## src/hw/pulse_codec_pkg.sv

```systemverilog
package pulse_codec_pkg;
    // timing in ns, cycle counts derived from the 100 MHz clock
    localparam int CLK_PERIOD_NS = 10;
    localparam int BIT_TIME_NS = 400;
    localparam int HYB_PULSE_NS = 100;
    localparam int BKP_PULSE_NS = 200;
    localparam int RX_TOL_NS = 100;
    localparam int BIT_CYC = BIT_TIME_NS / CLK_PERIOD_NS;
    localparam int HYB_PULSE_CYC = (HYB_PULSE_NS + CLK_PERIOD_NS - 1) / CLK_PERIOD_NS;
    localparam int BKP_PULSE_CYC = (BKP_PULSE_NS + CLK_PERIOD_NS - 1) / CLK_PERIOD_NS;
    localparam int RX_TOL_CYC = RX_TOL_NS / CLK_PERIOD_NS;
    localparam int CNT_W = 8;
    // secondary pulse of a hybrid one starts after the primary ends
    localparam logic [CNT_W-1:0] HYB_P2_START = 8'(HYB_PULSE_CYC);
    localparam logic [CNT_W-1:0] HYB_P2_END = 8'(2 * HYB_PULSE_CYC);
    localparam logic [CNT_W-1:0] BKP_P1_END = 8'(BKP_PULSE_CYC);
    localparam logic [CNT_W-1:0] BIT_LAST = 8'(BIT_CYC - 1);
    localparam logic [CNT_W-1:0] BIT_HALF = 8'(BIT_CYC / 2);
    localparam logic [CNT_W-1:0] RX_WIN_END = 8'(BIT_CYC / 2 + RX_TOL_CYC);
    localparam logic DRIVE_STYLE_RESET = 1'b0;
endpackage

```

## src/hw/token_bus_media_pulse_codec.sv

```systemverilog
`timescale 1ns/1ps
// Contract
// hybrid one: two 100 ns non-overlapping low pulses
// hybrid zero: both pulse outputs idle
// hybrid mode only at 2.5 Mbps
// hybrid receive: positive pulse means one
// receive expects pulses on 400 ns grid
// tolerate 100 ns displacement, output NRZ
// drive style selects push-pull/open-drain, open-drain default
// backplane one: single 200 ns low pulse
// backplane receive: negative pulse means one
// backplane secondary output carries bit clock
// differential: pulses only while enable asserted
// reset: transmitter off, outputs inactive
// grounded strap selects active-high enable
// strap sampled at reset, backplane only
// config bit selects backplane encoding
// timing derived from internal bit clock
module token_bus_media_pulse_codec
    import pulse_codec_pkg::*;
(
    input wire logic mclk,
    input wire logic reset_n,
    input wire logic backplane_select,
    input wire logic drive_style_select,
    input wire logic tx_request,
    input wire logic tx_data,
    output logic tx_bit_taken,
    output logic tx_pulse_primary_n,
    output logic tx_pulse_primary_oe,
    output logic tx_pulse_secondary_n,
    output logic tx_pulse_secondary_oe,
    input wire logic tx_pulse_secondary_in,
    output logic line_driver_enable_out,
    input wire logic rx_line_in,
    output logic rx_data,
    output logic rx_valid
);
    import pulse_codec_pkg::*;

    ////////////////////////////////////////////////////////////////////////
    // input synchronisers
    logic rx_s1_reg, rx_s2_reg, rx_prev_reg, strap_s1_reg, strap_s2_reg;
    always_ff @(posedge mclk or negedge reset_n) begin
        if (!reset_n) begin
            rx_s1_reg <= 1'b0;
            rx_s2_reg <= 1'b0;
            rx_prev_reg <= 1'b0;
            strap_s1_reg <= 1'b1;
            strap_s2_reg <= 1'b1;
        end else begin
            rx_s1_reg <= rx_line_in;
            rx_s2_reg <= rx_s1_reg;
            rx_prev_reg <= rx_s2_reg;
            strap_s1_reg <= tx_pulse_secondary_in;
            strap_s2_reg <= strap_s1_reg;
        end
    end

    ////////////////////////////////////////////////////////////////////////
    // strap capture once after reset release
    logic strap_done_reg, strap_done_next, enable_high_reg, enable_high_next;
    logic [1:0] strap_wait_reg, strap_wait_next;
    always_comb begin
        strap_done_next = strap_done_reg;
        enable_high_next = enable_high_reg;
        strap_wait_next = strap_wait_reg;
        // wait until the synchroniser holds the pin, not its reset value
        if (!strap_done_reg && strap_wait_reg != 2'h2) begin
            strap_wait_next = strap_wait_reg + 2'h1;
        end else if (!strap_done_reg) begin
            strap_done_next = 1'b1;
            enable_high_next = !strap_s2_reg;
        end
    end
    always_ff @(posedge mclk or negedge reset_n) begin
        if (!reset_n) begin
            strap_done_reg <= 1'b0;
            enable_high_reg <= 1'b0;
            strap_wait_reg <= 2'h0;
        end else begin
            strap_done_reg <= strap_done_next;
            enable_high_reg <= enable_high_next;
            strap_wait_reg <= strap_wait_next;
        end
    end

    ////////////////////////////////////////////////////////////////////////
    // transmit bit timing
    typedef enum logic [1:0] {TX_IDLE, TX_BIT} tx_state_t;
    tx_state_t tx_state_reg, tx_state_next;
    logic [CNT_W-1:0] tx_cnt_reg, tx_cnt_next;
    logic tx_bit_reg, tx_bit_next, taken_next;
    logic p1_next, p2_next, oe1_next, oe2_next, en_next;
    logic mode_bkp;
    assign mode_bkp = backplane_select;
    always_comb begin
        tx_state_next = tx_state_reg;
        tx_cnt_next = tx_cnt_reg;
        tx_bit_next = tx_bit_reg;
        taken_next = 1'b0;
        case (tx_state_reg)
            TX_IDLE: begin
                if (tx_request) begin
                    tx_state_next = TX_BIT;
                    tx_cnt_next = '0;
                    tx_bit_next = tx_data;
                    taken_next = 1'b1;
                end
            end
            TX_BIT: begin
                tx_cnt_next = tx_cnt_reg + 8'h01;
                if (tx_cnt_reg == BIT_LAST) begin
                    tx_cnt_next = '0;
                    if (tx_request) begin
                        tx_bit_next = tx_data;
                        taken_next = 1'b1;
                    end else begin
                        tx_state_next = TX_IDLE;
                    end
                end
            end
            default: tx_state_next = TX_IDLE;
        endcase
        en_next = (tx_state_next == TX_BIT) && mode_bkp;
        p1_next = 1'b1;
        p2_next = 1'b1;
        oe1_next = 1'b0;
        oe2_next = 1'b0;
        if (tx_state_next == TX_BIT) begin
            if (!mode_bkp) begin
                oe1_next = 1'b1;
                oe2_next = 1'b1;
                if (tx_bit_next && tx_cnt_next < HYB_P2_START)
                    p1_next = 1'b0;
                if (tx_bit_next && tx_cnt_next >= HYB_P2_START && tx_cnt_next < HYB_P2_END)
                    p2_next = 1'b0;
            end else begin
                if (tx_bit_next && tx_cnt_next < BKP_P1_END)
                    p1_next = 1'b0;
                oe1_next = !p1_next || drive_style_select;
                p2_next = tx_cnt_next >= BIT_HALF;
                oe2_next = 1'b1;
            end
        end
    end
    always_ff @(posedge mclk or negedge reset_n) begin
        if (!reset_n) begin
            tx_state_reg <= TX_IDLE;
            tx_cnt_reg <= '0;
            tx_bit_reg <= 1'b0;
            tx_bit_taken <= 1'b0;
            tx_pulse_primary_n <= 1'b1;
            tx_pulse_primary_oe <= 1'b0;
            tx_pulse_secondary_n <= 1'b1;
            tx_pulse_secondary_oe <= 1'b0;
            line_driver_enable_out <= 1'b1;
        end else begin
            tx_state_reg <= tx_state_next;
            tx_cnt_reg <= tx_cnt_next;
            tx_bit_reg <= tx_bit_next;
            tx_bit_taken <= taken_next;
            tx_pulse_primary_n <= p1_next;
            tx_pulse_primary_oe <= oe1_next;
            tx_pulse_secondary_n <= p2_next;
            tx_pulse_secondary_oe <= oe2_next;
            // idle level follows strap polarity, hybrid keeps active low
            line_driver_enable_out <= (mode_bkp && enable_high_reg) ? en_next : !en_next;
        end
    end

    ////////////////////////////////////////////////////////////////////////
    // receive: first pulse of a burst sets a 400 ns bit grid
    logic rx_edge, rx_active_reg, rx_active_next, rx_hit_reg, rx_hit_next;
    logic [CNT_W-1:0] rx_cnt_reg, rx_cnt_next;
    logic rx_data_next, rx_valid_next;
    logic [3:0] rx_idle_reg, rx_idle_next;
    // hybrid pulse rises, backplane pulse falls
    assign rx_edge = mode_bkp ? (rx_prev_reg && !rx_s2_reg)
                              : (!rx_prev_reg && rx_s2_reg);
    always_comb begin
        rx_active_next = rx_active_reg;
        rx_hit_next = rx_hit_reg;
        rx_cnt_next = (rx_cnt_reg == BIT_LAST) ? '0 : rx_cnt_reg + 8'h01;
        rx_idle_next = rx_idle_reg;
        rx_data_next = 1'b0;
        rx_valid_next = 1'b0;
        if (rx_edge && !rx_active_reg) begin
            // next nominal pulse then lands at count BIT_HALF
            rx_active_next = 1'b1;
            rx_hit_next = 1'b1;
            rx_cnt_next = BIT_HALF + 8'h01;
            rx_idle_next = '0;
        end else if (rx_edge && rx_cnt_reg >= BIT_HALF - 8'(RX_TOL_CYC)
                     && rx_cnt_reg <= RX_WIN_END) begin
            // later pulses only mark a hit, so jitter never shifts the grid
            rx_hit_next = 1'b1;
            rx_idle_next = '0;
        end
        if (rx_active_reg && rx_cnt_reg == RX_WIN_END) begin
            rx_valid_next = 1'b1;
            rx_data_next = rx_hit_reg || rx_edge;
            rx_hit_next = 1'b0;
            if (!(rx_hit_reg || rx_edge)) begin
                rx_idle_next = rx_idle_reg + 4'h1;
                if (rx_idle_reg == 4'hF)
                    rx_active_next = 1'b0;
            end
        end
    end
    always_ff @(posedge mclk or negedge reset_n) begin
        if (!reset_n) begin
            rx_active_reg <= 1'b0;
            rx_hit_reg <= 1'b0;
            rx_cnt_reg <= '0;
            rx_idle_reg <= '0;
            rx_data <= 1'b0;
            rx_valid <= 1'b0;
        end else begin
            rx_active_reg <= rx_active_next;
            rx_hit_reg <= rx_hit_next;
            rx_cnt_reg <= rx_cnt_next;
            rx_idle_reg <= rx_idle_next;
            rx_data <= rx_data_next;
            rx_valid <= rx_valid_next;
        end
    end

    ////////////////////////////////////////////////////////////////////////
    // checks
    AST_HYB_ZERO_IDLE: assert property (@(posedge mclk) disable iff (!reset_n)
        (tx_state_reg == TX_BIT && !tx_bit_reg && !mode_bkp)
            |-> tx_pulse_primary_n && tx_pulse_secondary_n)
        else $error("hybrid zero drove a pulse");
    AST_HYB_NO_OVERLAP: assert property (@(posedge mclk) disable iff (!reset_n)
        !(!tx_pulse_primary_n && !tx_pulse_secondary_n && !mode_bkp))
        else $error("hybrid pulses overlap");
    AST_HYB_P1_WIDTH: assert property (@(posedge mclk) disable iff (!reset_n)
        ($fell(tx_pulse_primary_n) && !mode_bkp && $stable(backplane_select))
            |-> !tx_pulse_primary_n[*8] ##1 !tx_pulse_primary_n[*2] ##1 tx_pulse_primary_n)
        else $error("hybrid primary pulse width wrong");
    AST_BKP_P1_WIDTH: assert property (@(posedge mclk) disable iff (!reset_n)
        ($fell(tx_pulse_primary_n) && mode_bkp)
            |-> !tx_pulse_primary_n[*8] ##1 !tx_pulse_primary_n[*8]
                ##1 !tx_pulse_primary_n[*4] ##1 tx_pulse_primary_n)
        else $error("backplane pulse width wrong");
    AST_DIFF_GATED: assert property (@(posedge mclk) disable iff (!reset_n)
        (!tx_pulse_primary_n && mode_bkp)
            |-> (line_driver_enable_out == enable_high_reg))
        else $error("pulse without transmit enable");
    AST_OPEN_DRAIN: assert property (@(posedge mclk) disable iff (!reset_n)
        (mode_bkp && !drive_style_select && tx_pulse_primary_oe) |-> !tx_pulse_primary_n)
        else $error("open drain drove high");
    AST_RX_GRID: assert property (@(posedge mclk) disable iff (!reset_n)
        rx_valid |-> ##1 !rx_valid[*8])
        else $error("receive bits closer than grid");
    AST_STRAP_ONCE: assert property (@(posedge mclk) disable iff (!reset_n)
        strap_done_reg |=> $stable(enable_high_reg))
        else $error("strap polarity changed");
endmodule // token_bus_media_pulse_codec

```

## config.mk

```make
export PLATFORM = sky130hd
export DESIGN_NAME = token_bus_media_pulse_codec
export DESIGN_NICKNAME = d
export VERILOG_FILES = /design/src/hw/pulse_codec_pkg.sv /design/src/hw/token_bus_media_pulse_codec.sv
export SDC_FILE = /design/constraint.sdc
export NUM_CORES = 1
export LEC_CHECK = 0
export BUFFER_PORTS_ARGS = -buffer_cell sky130_fd_sc_hd__buf_2
export CAP_MARGIN = 20
export CORE_ASPECT_RATIO = 0.5
export CORE_UTILIZATION = 52
export DETAILED_ROUTE_END_ITERATION = 10
export GPL_TIMING_DRIVEN = 1
export PLACE_DENSITY = 0.74
export SLEW_MARGIN = 20
export SYNTH_ARGS = -nofsm -noshare
export SYNTH_HDL_FRONTEND = slang
export SYNTH_SLANG_ARGS = --single-unit
```

## constraint.sdc

```tcl
create_clock -name mclk -period 1.76 [get_ports mclk]
set_clock_uncertainty 0.05 [all_clocks]
set_input_delay 0.176 -clock mclk [delete_from_list [all_inputs] [get_ports mclk]]
set_output_delay 0.176 -clock mclk [all_outputs]
set_load 0.01 [all_outputs]
```

Yosys cells after proc, flatten, opt, wreduce, memory -nomap -nowiden --
Index checks and enable logic that the tools add are counted.
Storage, ports and cells: output and inout port bits 8, logic and storage cells 109, register bits 42, input bits 8
Operators by class: add/subtract/negate cells 4, multiplexer cells 42, bitwise gates (word level) 2, reductions and logical operators 25, equality and inequality tests 7, order comparisons 6
Operators with widths (count):
- $mux 8 | 4
- $mux 1 | 27
- $add 8x1->8 const B | 2
- $eq 8x6->1 const B | 2
- $ge 8x4->1 const B | 2
- $mux 4 | 4
- $pmux 8 s2 | 1
- $logic_and 1x1->1 | 13
- $eq 8x5->1 const B | 1
- $ge 8x5->1 const B | 1
- $le 8x5->1 const B | 1
- $lt 8x4->1 const B | 1
- $lt 8x5->1 const B | 1
- $logic_not 1->1 | 7
- $mux 2 | 3
- $add 4x1->4 const B | 1
- $eq 2x1->1 const B | 2
- $eq 4x4->1 const B | 1
- $pmux 1 s2 | 2
- $pmux 2 s2 | 1
- $reduce_bool 3->1 | 1
- $add 2x1->2 const B | 1
- $logic_not 2->1 | 1
- $logic_or 1x1->1 | 2
- 3 further kinds | 4

Longest topological paths before layout --
Gate-level depths: netlist (run 1).
depth after elaboration 12, mapped depth 8, mapped depth without buffers 8

Worst setup path before layout (run 1) --
No wires, ideal clock.
path kind flip-flop to flip-flop, start register tx_cnt_reg[0], end register tx_pulse_primary_oe, period minus slack after synthesis 1.870 ns, buffers on the path 0, setup time 0.128 ns, setup slack -0.110 ns, stages on the path, launching flop included 8, arrival time 1.693 ns, cells stage by stage dfrtp_1 > ha_1 > nand3_4 > nor2_1 > o41ai_1 > o21ai_1 > nand3_1 > o21ai_0
Between the ends: word-level cells in the longest chain between the ends 12
RTL lines:
- from (decl) | line token_bus_media_pulse_codec.sv:92 | logic [CNT_W-1:0] tx_cnt_reg, tx_cnt_next;
- from (signal assigned) | line token_bus_media_pulse_codec.sv:160 | tx_cnt_reg <= tx_cnt_next;
- $add 8x1->8 / $eq 8x6->1 (equally long branches) | line token_bus_media_pulse_codec.sv:112, token_bus_media_pulse_codec.sv:113
- $mux 8 * | line token_bus_media_pulse_codec.sv:113 | if (tx_cnt_reg == BIT_LAST) begin
- $pmux 8 s2 * | line token_bus_media_pulse_codec.sv:102 | case (tx_state_reg)
- named net tx_cnt_next[3] | line token_bus_media_pulse_codec.sv:92
- $lt 8x5->1 * | line token_bus_media_pulse_codec.sv:139 | if (tx_bit_next && tx_cnt_next < BKP_P1_END)
- $logic_and 1x1->1 * | line token_bus_media_pulse_codec.sv:139
- $mux 1 * | line token_bus_media_pulse_codec.sv:139
- $mux 1 * | line token_bus_media_pulse_codec.sv:131 | if (!mode_bkp) begin
- $mux 1 * | line token_bus_media_pulse_codec.sv:130 | if (tx_state_next == TX_BIT) begin
- $logic_not 1->1 * | line token_bus_media_pulse_codec.sv:141 | oe1_next = !p1_next || drive_style_select;
- $logic_or 1x1->1 * | line token_bus_media_pulse_codec.sv:141
- $mux 1 * | line token_bus_media_pulse_codec.sv:131
- $mux 1 * | line token_bus_media_pulse_codec.sv:130
- named net oe1_next | line token_bus_media_pulse_codec.sv:94 | logic p1_next, p2_next, oe1_next, oe2_next, en_next;
- to (signal assigned) | line token_bus_media_pulse_codec.sv:164 | tx_pulse_primary_oe <= oe1_next;
- to (decl) | line token_bus_media_pulse_codec.sv:30 | output logic tx_pulse_primary_oe,
The timed path passes the listed nets; every way through them passes the cells marked *. The select of a mux whose other input is x is not followed. A chain may end at the register's enable or synchronous reset.

Worst setup path in the final report (run 1) --
start register tx_cnt_reg[3], end register tx_pulse_primary_oe
The elaborated chain is that of the path after synthesis.

==> impl_metrics.ini, run 1 <==
[setup_path]
crit_arrival_ps = 2130
end_kind = register
max_stage_delay_ps = 570
critPathKind = reg -> reg
crit_required_ps = 1940
startpoint_type = register
worstPathCellList = or4_4, o21ai_4, o211ai_4, nor4_4, nand3_1, o21ai_1
cp_max_fo = 5
slowest_stage = or4_4

[route]
vias = 1469
wirelength_mm = 4.04
wire_per_inst_um = 14.1
post-route-drc-count = 0
drt_iter0_markers = 63
drt-vias-per-instance = 5.14
drtAntennaViolNets = 0
firstDrtPassIters = 4

[clock_network]
clockBufferDepth = 2
cts-root-buf = clkbuf_8
cts_buffers = 5
insertion_delay_ps = 300
cts_num_sinks = 42
clk_pin_slew_worst_paths_ps = 80
h-tree-depth = 2
cts_tree = done

[synthesis]
synth-edff-count = 0
syn-num-nets = 188
syn_inst = 175
ys_warn_count = 0
synth_top_cell_area_share = 0.485
yosysSeqAreaShare = 0.553
avgSynthCellArea_sq_um = 10.9
syn_area_sq_um = 1910
ys.flop_type = dfrtp_1
ys_ff_latch = 42
synth.distinct_cells = 45
synth_top_cell_by_area = dfrtp_1
synthArstFlopShare = 1.00
synthTopCellsByArea = dfrtp_1 48%, dfstp_2 6.9%, nand2_1 3.7%, o21ai_0 3.4%, ha_1 3.3%

[finish]
nets = 247
drive_above_1_share = 0.345
syn2layout_area_growth_pct = 30.8
num-fill-cells = 243
seq_area_sq_um = 1060
fin_util = 0.720
final_cell_mix = 37 x dfrtp_1, 33 x buf_4, 19 x nand2_1
layout_commonest_cell = dfrtp_1
num_antenna_cells = 0
multi_input_area_sq_um = 862

[die]
io_pins = 16
die_w_um = 87.7
rows = 15
core_area_sq_um = 3470
initial_core_util = 0.550
die_area_sq_um = 3940
dieHeight_um = 44.9

[timing]
min_period_ps = 1960
worst_pin_slew_ps = 565
timing.fmax_ghz = 0.511
slew_headroom = 0.620
fin_setup_tns_ps = -591
whs_ps = 41.6
rsz0062_at_grt = true
setup_viol = 5
report.final.slew_viol_count = 0
hold_viol = 0
fin_crit_sh = 1.11
setup_slack_ps = -197

[power]
p_int_uw = 1890
p_switching_uw = 794
netSwitchingFraction = 0.295
clockPowerShare = 0.276
leakagePower_uw = 0.00116
p_comb_frac = 0.274
p_per_area_nw_per_um2 = 1080
pwr-share-seq = 0.450
ir_drop_v = 0.000748

[hold_path]
worstHoldPathType = in -> reg

[outcome]
violations = negative setup slack
status = complete, but fails checks

[grt]
track_usage = 0.216
grt_max_degree = 23
grt_pass1_wl_mm = 6.15
gr-total-overflow = 0
grt_pass1_vias = 1376
antenna_found_initial = 0

[run]
max-cap-violations = 0

[placed_design]
hpwl_mm = 2.77
portBuffers = 15
gp_congestion = 0.852
metrics by stage:
stage | area [sq um] | worst slack, ps | power (uW) | instances
finish | 2500 | -197 | 2690 | 286
global route | 2500 | -302 | 2820 | 286
CTS | 2460 | -194 | 2630 | 284
detailed placement | 2290 | -235 | 1870 | 270
global placement | 2290 | -171 | 1840 | 270
floorplan | 1920 | -92.9 | 1590 | 175
worst max-delay path: cells and delay by family, from the launching register on:
kind | cells | cell delay [ps]
AO/OA/AOI/OAI | 3 | 460
AND/OR/NAND/NOR | 3 | 990
flip-flops | 1 | 390
final timing paths:
| kind | start | to | slack (ps) | depth (start not counted) |
|---|---|---|---|---|
| worst max-delay path | tx_cnt_reg[3]$_DFF_PN0_ | tx_pulse_primary_oe$_DFF_PN0_ | -200 | 6 |
| worst min-delay path | backplane_select | line_driver_enable_out$_DFF_PN1_ | 40 | 2 |
| worst min register to register | strap_s1_reg$_DFF_PN1_ | strap_s2_reg$_DFF_PN1_ | 310 | 0 |
| max in group asynchronous | reset_n | tx_pulse_primary_n$_DFF_PN1_ | 760 | 3 |
| worst max register to register | tx_cnt_reg[3]$_DFF_PN0_ | tx_pulse_primary_oe$_DFF_PN0_ | -200 | 6 |
| min in group asynchronous | reset_n | tx_cnt_reg[5]$_DFF_PN0_ | 340 | 2 |
cells in the mapped netlist (2+ instances only):
| cell type | n |
|---|---|
| o41ai_1 | 3 |
| ha_1 | 5 |
| dfrtp_1 | 37 |
| nand3_1 | 9 |
| nor3_1 | 3 |
| xnor2_1 | 5 |
| nand2_1 | 19 |
| o21ai_0 | 13 |
| o21ai_1 | 2 |
| and3_1 | 3 |
| or2_2 | 2 |
| o21a_1 | 2 |
| or4_1 | 3 |
| dfstp_2 | 5 |
| nor2b_1 | 4 |
| xor2_1 | 6 |
| a21oi_1 | 2 |
| nand2b_1 | 7 |
| inv_1 | 7 |
| nor2_1 | 13 |
power by group through the flow:
stage / clock network, uW / logic [uW] / registers [uW]
final: 743 / 736 / 1210
after detailed placement: 0 / 649 / 1220
after global routing: 799 / 799 / 1220
after floorplan: 0 / 323 / 1260
after CTS: 755 / 675 / 1200
after global placement: 0 / 628 / 1210
metal layers:
layer	up-vias	wire length [um]	global-route usage
li1	728	-	-
met1	702	1740	0.259
met2	27	2090	0.371
met3	12	118	0.0768
met4	0	92	0.0787
met5	-	0	0
timing repair:
item,4_1_cts,5_1_grt
hold buffers,3,0
endpoints found under the hold margin,20,0
pin swaps,7,1
resized for setup,4,10
gates cloned,0,0
endpoints found under the setup margin,11,10
buffers inserted,3,2
area by class of cell:
type,instances,share of cell area
inverters,7,0.0105
multi-input cells,125,0.345
well taps,51,0.0255
repair buffers,53,0.154
clock inverters,1,0.0120
clock buffers,7,0.0305
flip-flops and latches,42,0.423
kinds of logic (layout without fill, tap and decap cells):
logic type	count (synthesis)	in the layout	share of synthesized area
AO/OA/AOI/OAI	33	33	0.126
XOR/XNOR	11	11	0.0504
other	1	1	0.00196
adder cells (fa/ha/maj)	5	5	0.0327
AND/OR/NAND/NOR	74	74	0.214
buffers and inverters	8	68	0.0157
multiplexers	1	1	0.00589
flip-flops	42	42	0.553
(Power assumes the default switching activity.)
==> run 2: changes to the inputs <==
--- a/config.mk
+++ b/config.mk
@@ -8,10 +8,11 @@
 export BUFFER_PORTS_ARGS = -buffer_cell sky130_fd_sc_hd__buf_2
 export CAP_MARGIN = 20
 export CORE_ASPECT_RATIO = 0.5
-export CORE_UTILIZATION = 52
+export CORE_MARGIN = 4
+export CORE_UTILIZATION = 56
 export DETAILED_ROUTE_END_ITERATION = 10
 export GPL_TIMING_DRIVEN = 1
-export PLACE_DENSITY = 0.74
+export PLACE_DENSITY = 0.75
 export SLEW_MARGIN = 20
 export SYNTH_ARGS = -nofsm -noshare
 export SYNTH_HDL_FRONTEND = slang
==> constraint.sdc (replaced) <==
create_clock -name mclk -period 2.09 [get_ports mclk]
set_clock_uncertainty 0.05 [all_clocks]
set_input_delay 0.209 -clock mclk [delete_from_list [all_inputs] [get_ports mclk]]
set_output_delay 0.209 -clock mclk [all_outputs]
set_load 0.01 [all_outputs]
==> run 2 against run 1 <==
Net effect:
- the run now ends clean
- largest cell class unchanged
- final cell count shrank 13%
- maximum frequency shrank 5.6%
- setup slack gained 210 ps
- core utilization shrank 0.93 points
- non-clock buffer count shrank 25
- routed wire length shrank 15%
- count of clock-buffer cells in the layout is the same
- first-iteration DRC count shrank 30%
- via count shrank 6.6%
- critical path type unchanged
- global-route usage shrank 3.9 points
- sequential share of layout area grew 5.2 points
- cell area shrank 11%
- largest power group unchanged
==> impl_metrics.ini, run 2 (synthesized netlist as in run 1, its figures left out) <==
[clock_network]
clockBufferDepth = 2
h-tree-depth = 2
cts-root-buf = clkbuf_8
insertion_delay_ps = 290
cts_buffers = 5
cts_num_sinks = 42
clk_pin_slew_worst_paths_ps = 70
cts_tree = done

[die]
initial_core_util = 0.609
io_pins = 16
die_area_sq_um = 4470
rows = 14
core_area_sq_um = 3140
die_w_um = 90.6
dieHeight_um = 49.3

[power]
pwr-share-seq = 0.542
clockPowerShare = 0.267
ir_drop_v = 0.000556
netSwitchingFraction = 0.296
p_per_area_nw_per_um2 = 886
p_int_uw = 1390
p_comb_frac = 0.192
p_switching_uw = 585
leakagePower_uw = 0.00101

[timing]
hold_viol = 0
slew_headroom = 0.648
timing.fmax_ghz = 0.483
report.final.slew_viol_count = 0
setup_viol = 0
worst_pin_slew_ps = 528
rsz0062_at_grt = true
min_period_ps = 2070
fin_crit_sh = 0.992
whs_ps = 78.7

[finish]
layout_commonest_cell = dfrtp_1
syn2layout_area_growth_pct = 16.6
nets = 222
fin_util = 0.711
num_antenna_cells = 0
final_cell_mix = 37 x dfrtp_1, 19 x nand2_1, 15 x buf_2
drive_above_1_share = 0.229
num-fill-cells = 233

[route]
drt_iter0_markers = 44
drt-vias-per-instance = 5.49
wire_per_inst_um = 13.7
vias = 1372
post-route-drc-count = 0
firstDrtPassIters = 4
drtAntennaViolNets = 0
wirelength_mm = 3.42

[setup_path]
crit_top_cell = o21a_1
startpoint_type = register
worstPathCellList = or4_4, o21ai_4, buf_4, o21ai_2, o21a_1, o21a_1, o211ai_2
crit_arrival_ps = 2240
r2r_cells = 7
rrSetupSlack_ps = 20
slowest_stage = or4_4
critPathBufInv = 1
end_kind = register
crit_required_ps = 2260
max_stage_delay_ps = 560
crit_family = compound AO/OA/AOI/OAI gates
critical_path_cell_count = 7
critPathKind = reg -> reg
cp_max_fo = 6
r2r_start = tx_cnt_reg[4]$_DFF_PN0_
worstReg2RegEnd = tx_pulse_secondary_n$_DFF_PN1_

[hold_path]
worstHoldPathType = in -> reg
worst_hold_path.num_cells = 2
worstHoldEndpoint = line_driver_enable_out$_DFF_PN1_
holdCritStartpoint = backplane_select

[grt]
grt_max_degree = 23
grt_pass1_vias = 1379
track_usage = 0.177
grt_pass1_wl_mm = 6.25
gr-total-overflow = 0
antenna_found_initial = 0

[placed_design]
hpwl_mm = 2.55
gp_congestion = 0.844
portBuffers = 15

[outcome]
status = complete, no violations

[run]
max-cap-violations = 0
## run 2: worst max-delay path by stage
| stage | slack (ps) | to | start |
|---|---|---|---|
| 2_1_floorplan | 220 | tx_pulse_primary_oe$_DFF_PN0_ | tx_cnt_reg[0]$_DFF_PN0_ |
| 6_report | 20 | tx_pulse_secondary_n$_DFF_PN1_ | tx_cnt_reg[4]$_DFF_PN0_ |
| 3_3_place_gp | 160 | tx_pulse_primary_n$_DFF_PN1_ | tx_cnt_reg[3]$_DFF_PN0_ |
| 3_5_place_dp | 70 | tx_pulse_primary_oe$_DFF_PN0_ | tx_cnt_reg[3]$_DFF_PN0_ |
| 5_1_grt | -50 | tx_pulse_primary_oe$_DFF_PN0_ | tx_cnt_reg[4]$_DFF_PN0_ |
| 4_1_cts | 60 | tx_pulse_primary_oe$_DFF_PN0_ | tx_cnt_reg[3]$_DFF_PN0_ |
## run 2: what timing repair did
item	4_1_cts	5_1_grt
buffers inserted	0	5
hold buffers	3	0
endpoints found under the hold margin	19	0
resized for setup	0	1
endpoints found under the setup margin	0	2
## run 2: per-stage QoR
step                instance area (sq um)  cells  setup WS, ps  power, uW  TNS [ps]
finish                               2230    250          17.7       1970         0
global route                         2230    250         -51.0       2120     -86.6
CTS                                  2190    245          58.5       1990         0
detailed placement                   2070    234          72.5       1460         0
global placement                     2070    234           159       1440         0
floorplan                            1910    175           220       1330         0
## run 2: power groups by stage
| stage | Sequential, uW | Clock, uW | Combinational, uW |
|---|---|---|---|
| 2_1_floorplan | 1060 | 0 | 272 |
| 3_3_place_gp | 1080 | 0 | 359 |
| 3_5_place_dp | 1080 | 0 | 373 |
| 4_1_cts | 1070 | 543 | 378 |
| 5_1_grt | 1100 | 585 | 435 |
| 6_report | 1070 | 526 | 378 |
## run 2: routing by layer
layer,wire length (um),vias up,global-route usage,share of wire
met5,0,-,0,0
met4,68,0,0.0761,0.020
li1,-,676,-,-
met1,1550,668,0.224,0.45
met3,111,7,0.0447,0.032
met2,1690,21,0.292,0.49
## run 2: final cells by class
cell class	instances	area [sq um]	area share
Inverter	7	26.3	0.0118
Timing Repair Buffer	28	180	0.0809
Clock buffer	7	86.3	0.0387
Sequential cell	42	1060	0.474
Multi-Input combinational cell	125	823	0.369
Clock inverter	1	5.00	0.00225
Tap cell	40	50.0	0.0225
==> run 3: changes to the inputs <==
==> constraint.sdc (replaced) <==
create_clock -name mclk -period 2.1 [get_ports mclk]
set_clock_uncertainty 0.05 [all_clocks]
set_input_delay 0.21 -clock mclk [delete_from_list [all_inputs] [get_ports mclk]]
set_output_delay 0.21 -clock mclk [all_outputs]
set_load 0.01 [all_outputs]
==> run 3 against run 2 <==
Net effect:
- total power grew 0.65%
- clock power increased by 2%
- non-clock buffer count shrank 5
- maximum frequency increased by 0.83%
- register-to-register slack improved by 30 ps
- critical endpoint unchanged
- largest cell class unchanged
- largest power group unchanged
==> impl_metrics.ini, run 3 (synthesized netlist as in run 1, its figures left out) <==
[clock_network]
h-tree-depth = 2
clk_pin_slew_worst_paths_ps = 80
cts_tree = done
cts_num_sinks = 42
cts_buffers = 5
insertion_delay_ps = 300
cts-root-buf = clkbuf_8
clockBufferDepth = 2

[timing]
worst_pin_slew_ps = 683
whs_ps = 65.7
setup_viol = 0
rsz0062_at_grt = true
timing.fmax_ghz = 0.487
fin_crit_sh = 0.979
slew_headroom = 0.539
report.final.slew_viol_count = 0
hold_viol = 0
min_period_ps = 2060

[grt]
use_met3 = 0.0663
use_met1 = 0.232
grt-busiest-layer = met2
grt_pass1_wl_mm = 6.43
gr-total-overflow = 0
track_usage = 0.186
antenna_found_initial = 0
grt_max_degree = 19
grt_pass1_vias = 1398
global_route.usage.met2 = 0.294

[power]
p_int_uw = 1380
p_comb_frac = 0.193
leakagePower_uw = 0.000987
p_switching_uw = 604
netSwitchingFraction = 0.304
clockPowerShare = 0.270
p_per_area_nw_per_um2 = 902
pwr-share-seq = 0.537
ir_drop_v = 0.000752

[hold_path]
holdCritStartpoint = backplane_select
worst_hold_path.num_cells = 2
worstHoldPathType = in -> reg
worstHoldEndpoint = line_driver_enable_out$_DFF_PN1_

[die]
io_pins = 16
dieHeight_um = 49.3
initial_core_util = 0.609
die_w_um = 90.6
rows = 14
core_area_sq_um = 3140
die_area_sq_um = 4470

[route]
post-route-drc-count = 0
drt-vias-per-instance = 5.61
drtAntennaViolNets = 0
drt_iter0_markers = 53
wire_per_inst_um = 15.0
vias = 1374
wirelength_mm = 3.68
firstDrtPassIters = 4

[finish]
num_antenna_cells = 0
layout_commonest_cell = dfrtp_1
syn2layout_area_growth_pct = 15.3
drive_above_1_share = 0.210
nets = 217
final_cell_mix = 37 x dfrtp_1, 19 x nand2_1, 15 x buf_2
final_cell_area_sq_um = 2200
fin_cells = 245
fin_util = 0.703

[setup_path]
crit_arrival_ps = 2230
worstPathCellList = or4_4, o21ai_4, buf_12, o21ai_2, o21a_1, o21a_1, o211ai_2
max_stage_delay_ps = 580
cp_max_fo = 4
critPathLaunch = tx_cnt_reg[7]$_DFF_PN0_
r2r_start = tx_cnt_reg[7]$_DFF_PN0_
r2r_cells = 7
crit_required_ps = 2270
rrSetupSlack_ps = 40
end_kind = register
crit_top_cell = o21a_1
worstReg2RegEnd = tx_pulse_secondary_n$_DFF_PN1_
startpoint_type = register
critPathKind = reg -> reg
slowest_stage = or4_4

[placed_design]
portBuffers = 15
placement.cell_area_sq_um = 2050
gp_congestion = 0.869
hpwl_mm = 2.56
dp_cells = 232

[run]
max-cap-violations = 0

[outcome]
status = complete, no violations
-- run 3: power groups by stage --
| stage | Combinational [uW] | Sequential (uW) | Clock [uW] |
|---|---|---|---|
| floorplan | 271 | 1060 | 0 |
| global placement | 357 | 1070 | 0 |
| detailed placement | 372 | 1080 | 0 |
| CTS | 380 | 1060 | 546 |
| global route | 439 | 1090 | 594 |
| finish | 383 | 1070 | 537 |
-- run 3: what timing repair did --
action,4_1_cts,5_1_grt
setup endpoints to repair,0,2
setup buffers,0,2
hold buffers,3,0
hold endpoints to repair,12,0
resized for setup,0,1
-- run 3: worst max path at each step --
stage,endpoint,cells past startpoint
2_1_floorplan,tx_pulse_primary_oe$_DFF_PN0_,7
3_3_place_gp,tx_pulse_primary_n$_DFF_PN1_,7
3_5_place_dp,tx_pulse_primary_oe$_DFF_PN0_,6
4_1_cts,tx_pulse_primary_oe$_DFF_PN0_,6
5_1_grt,tx_pulse_secondary_n$_DFF_PN1_,7
6_report,tx_pulse_secondary_n$_DFF_PN1_,7
-- run 3: final cells by class --
class / count / area [sq um]
Clock inverter: 1 / 5.00
Sequential cell: 42 / 1060
Fill cell: 241 / 932
Clock buffer: 7 / 86.3
Multi-Input combinational cell: 125 / 823
Inverter: 7 / 26.3
Tap cell: 40 / 50.0
Timing Repair Buffer: 23 / 155
-- run 3: critical path, delay by kind of cell, from the launching register on --
| family | cells | cell delay (ps) |
|---|---|---|
| compound gates | 5 | 790 |
| simple gates | 1 | 580 |
| flops | 1 | 420 |
| buf+inv | 1 | 140 |
-- run 3: metrics by stage --
stage / setup slack [ps] / total power (uW) / TNS [ps]
floorplan: 230 / 1330 / 0
finish: 44.8 / 1990 / 0
global route: -3.03 / 2120 / -3.03
detailed placement: 111 / 1450 / 0
global placement: 175 / 1430 / 0
CTS: 65.1 / 1990 / 0
-- run 3: routing by layer --
layer / share of wire / vias up
li1: - / 666
met1: 0.46 / 668
met2: 0.47 / 32
met3: 0.047 / 8
met4: 0.021 / 0
met5: 0 / -
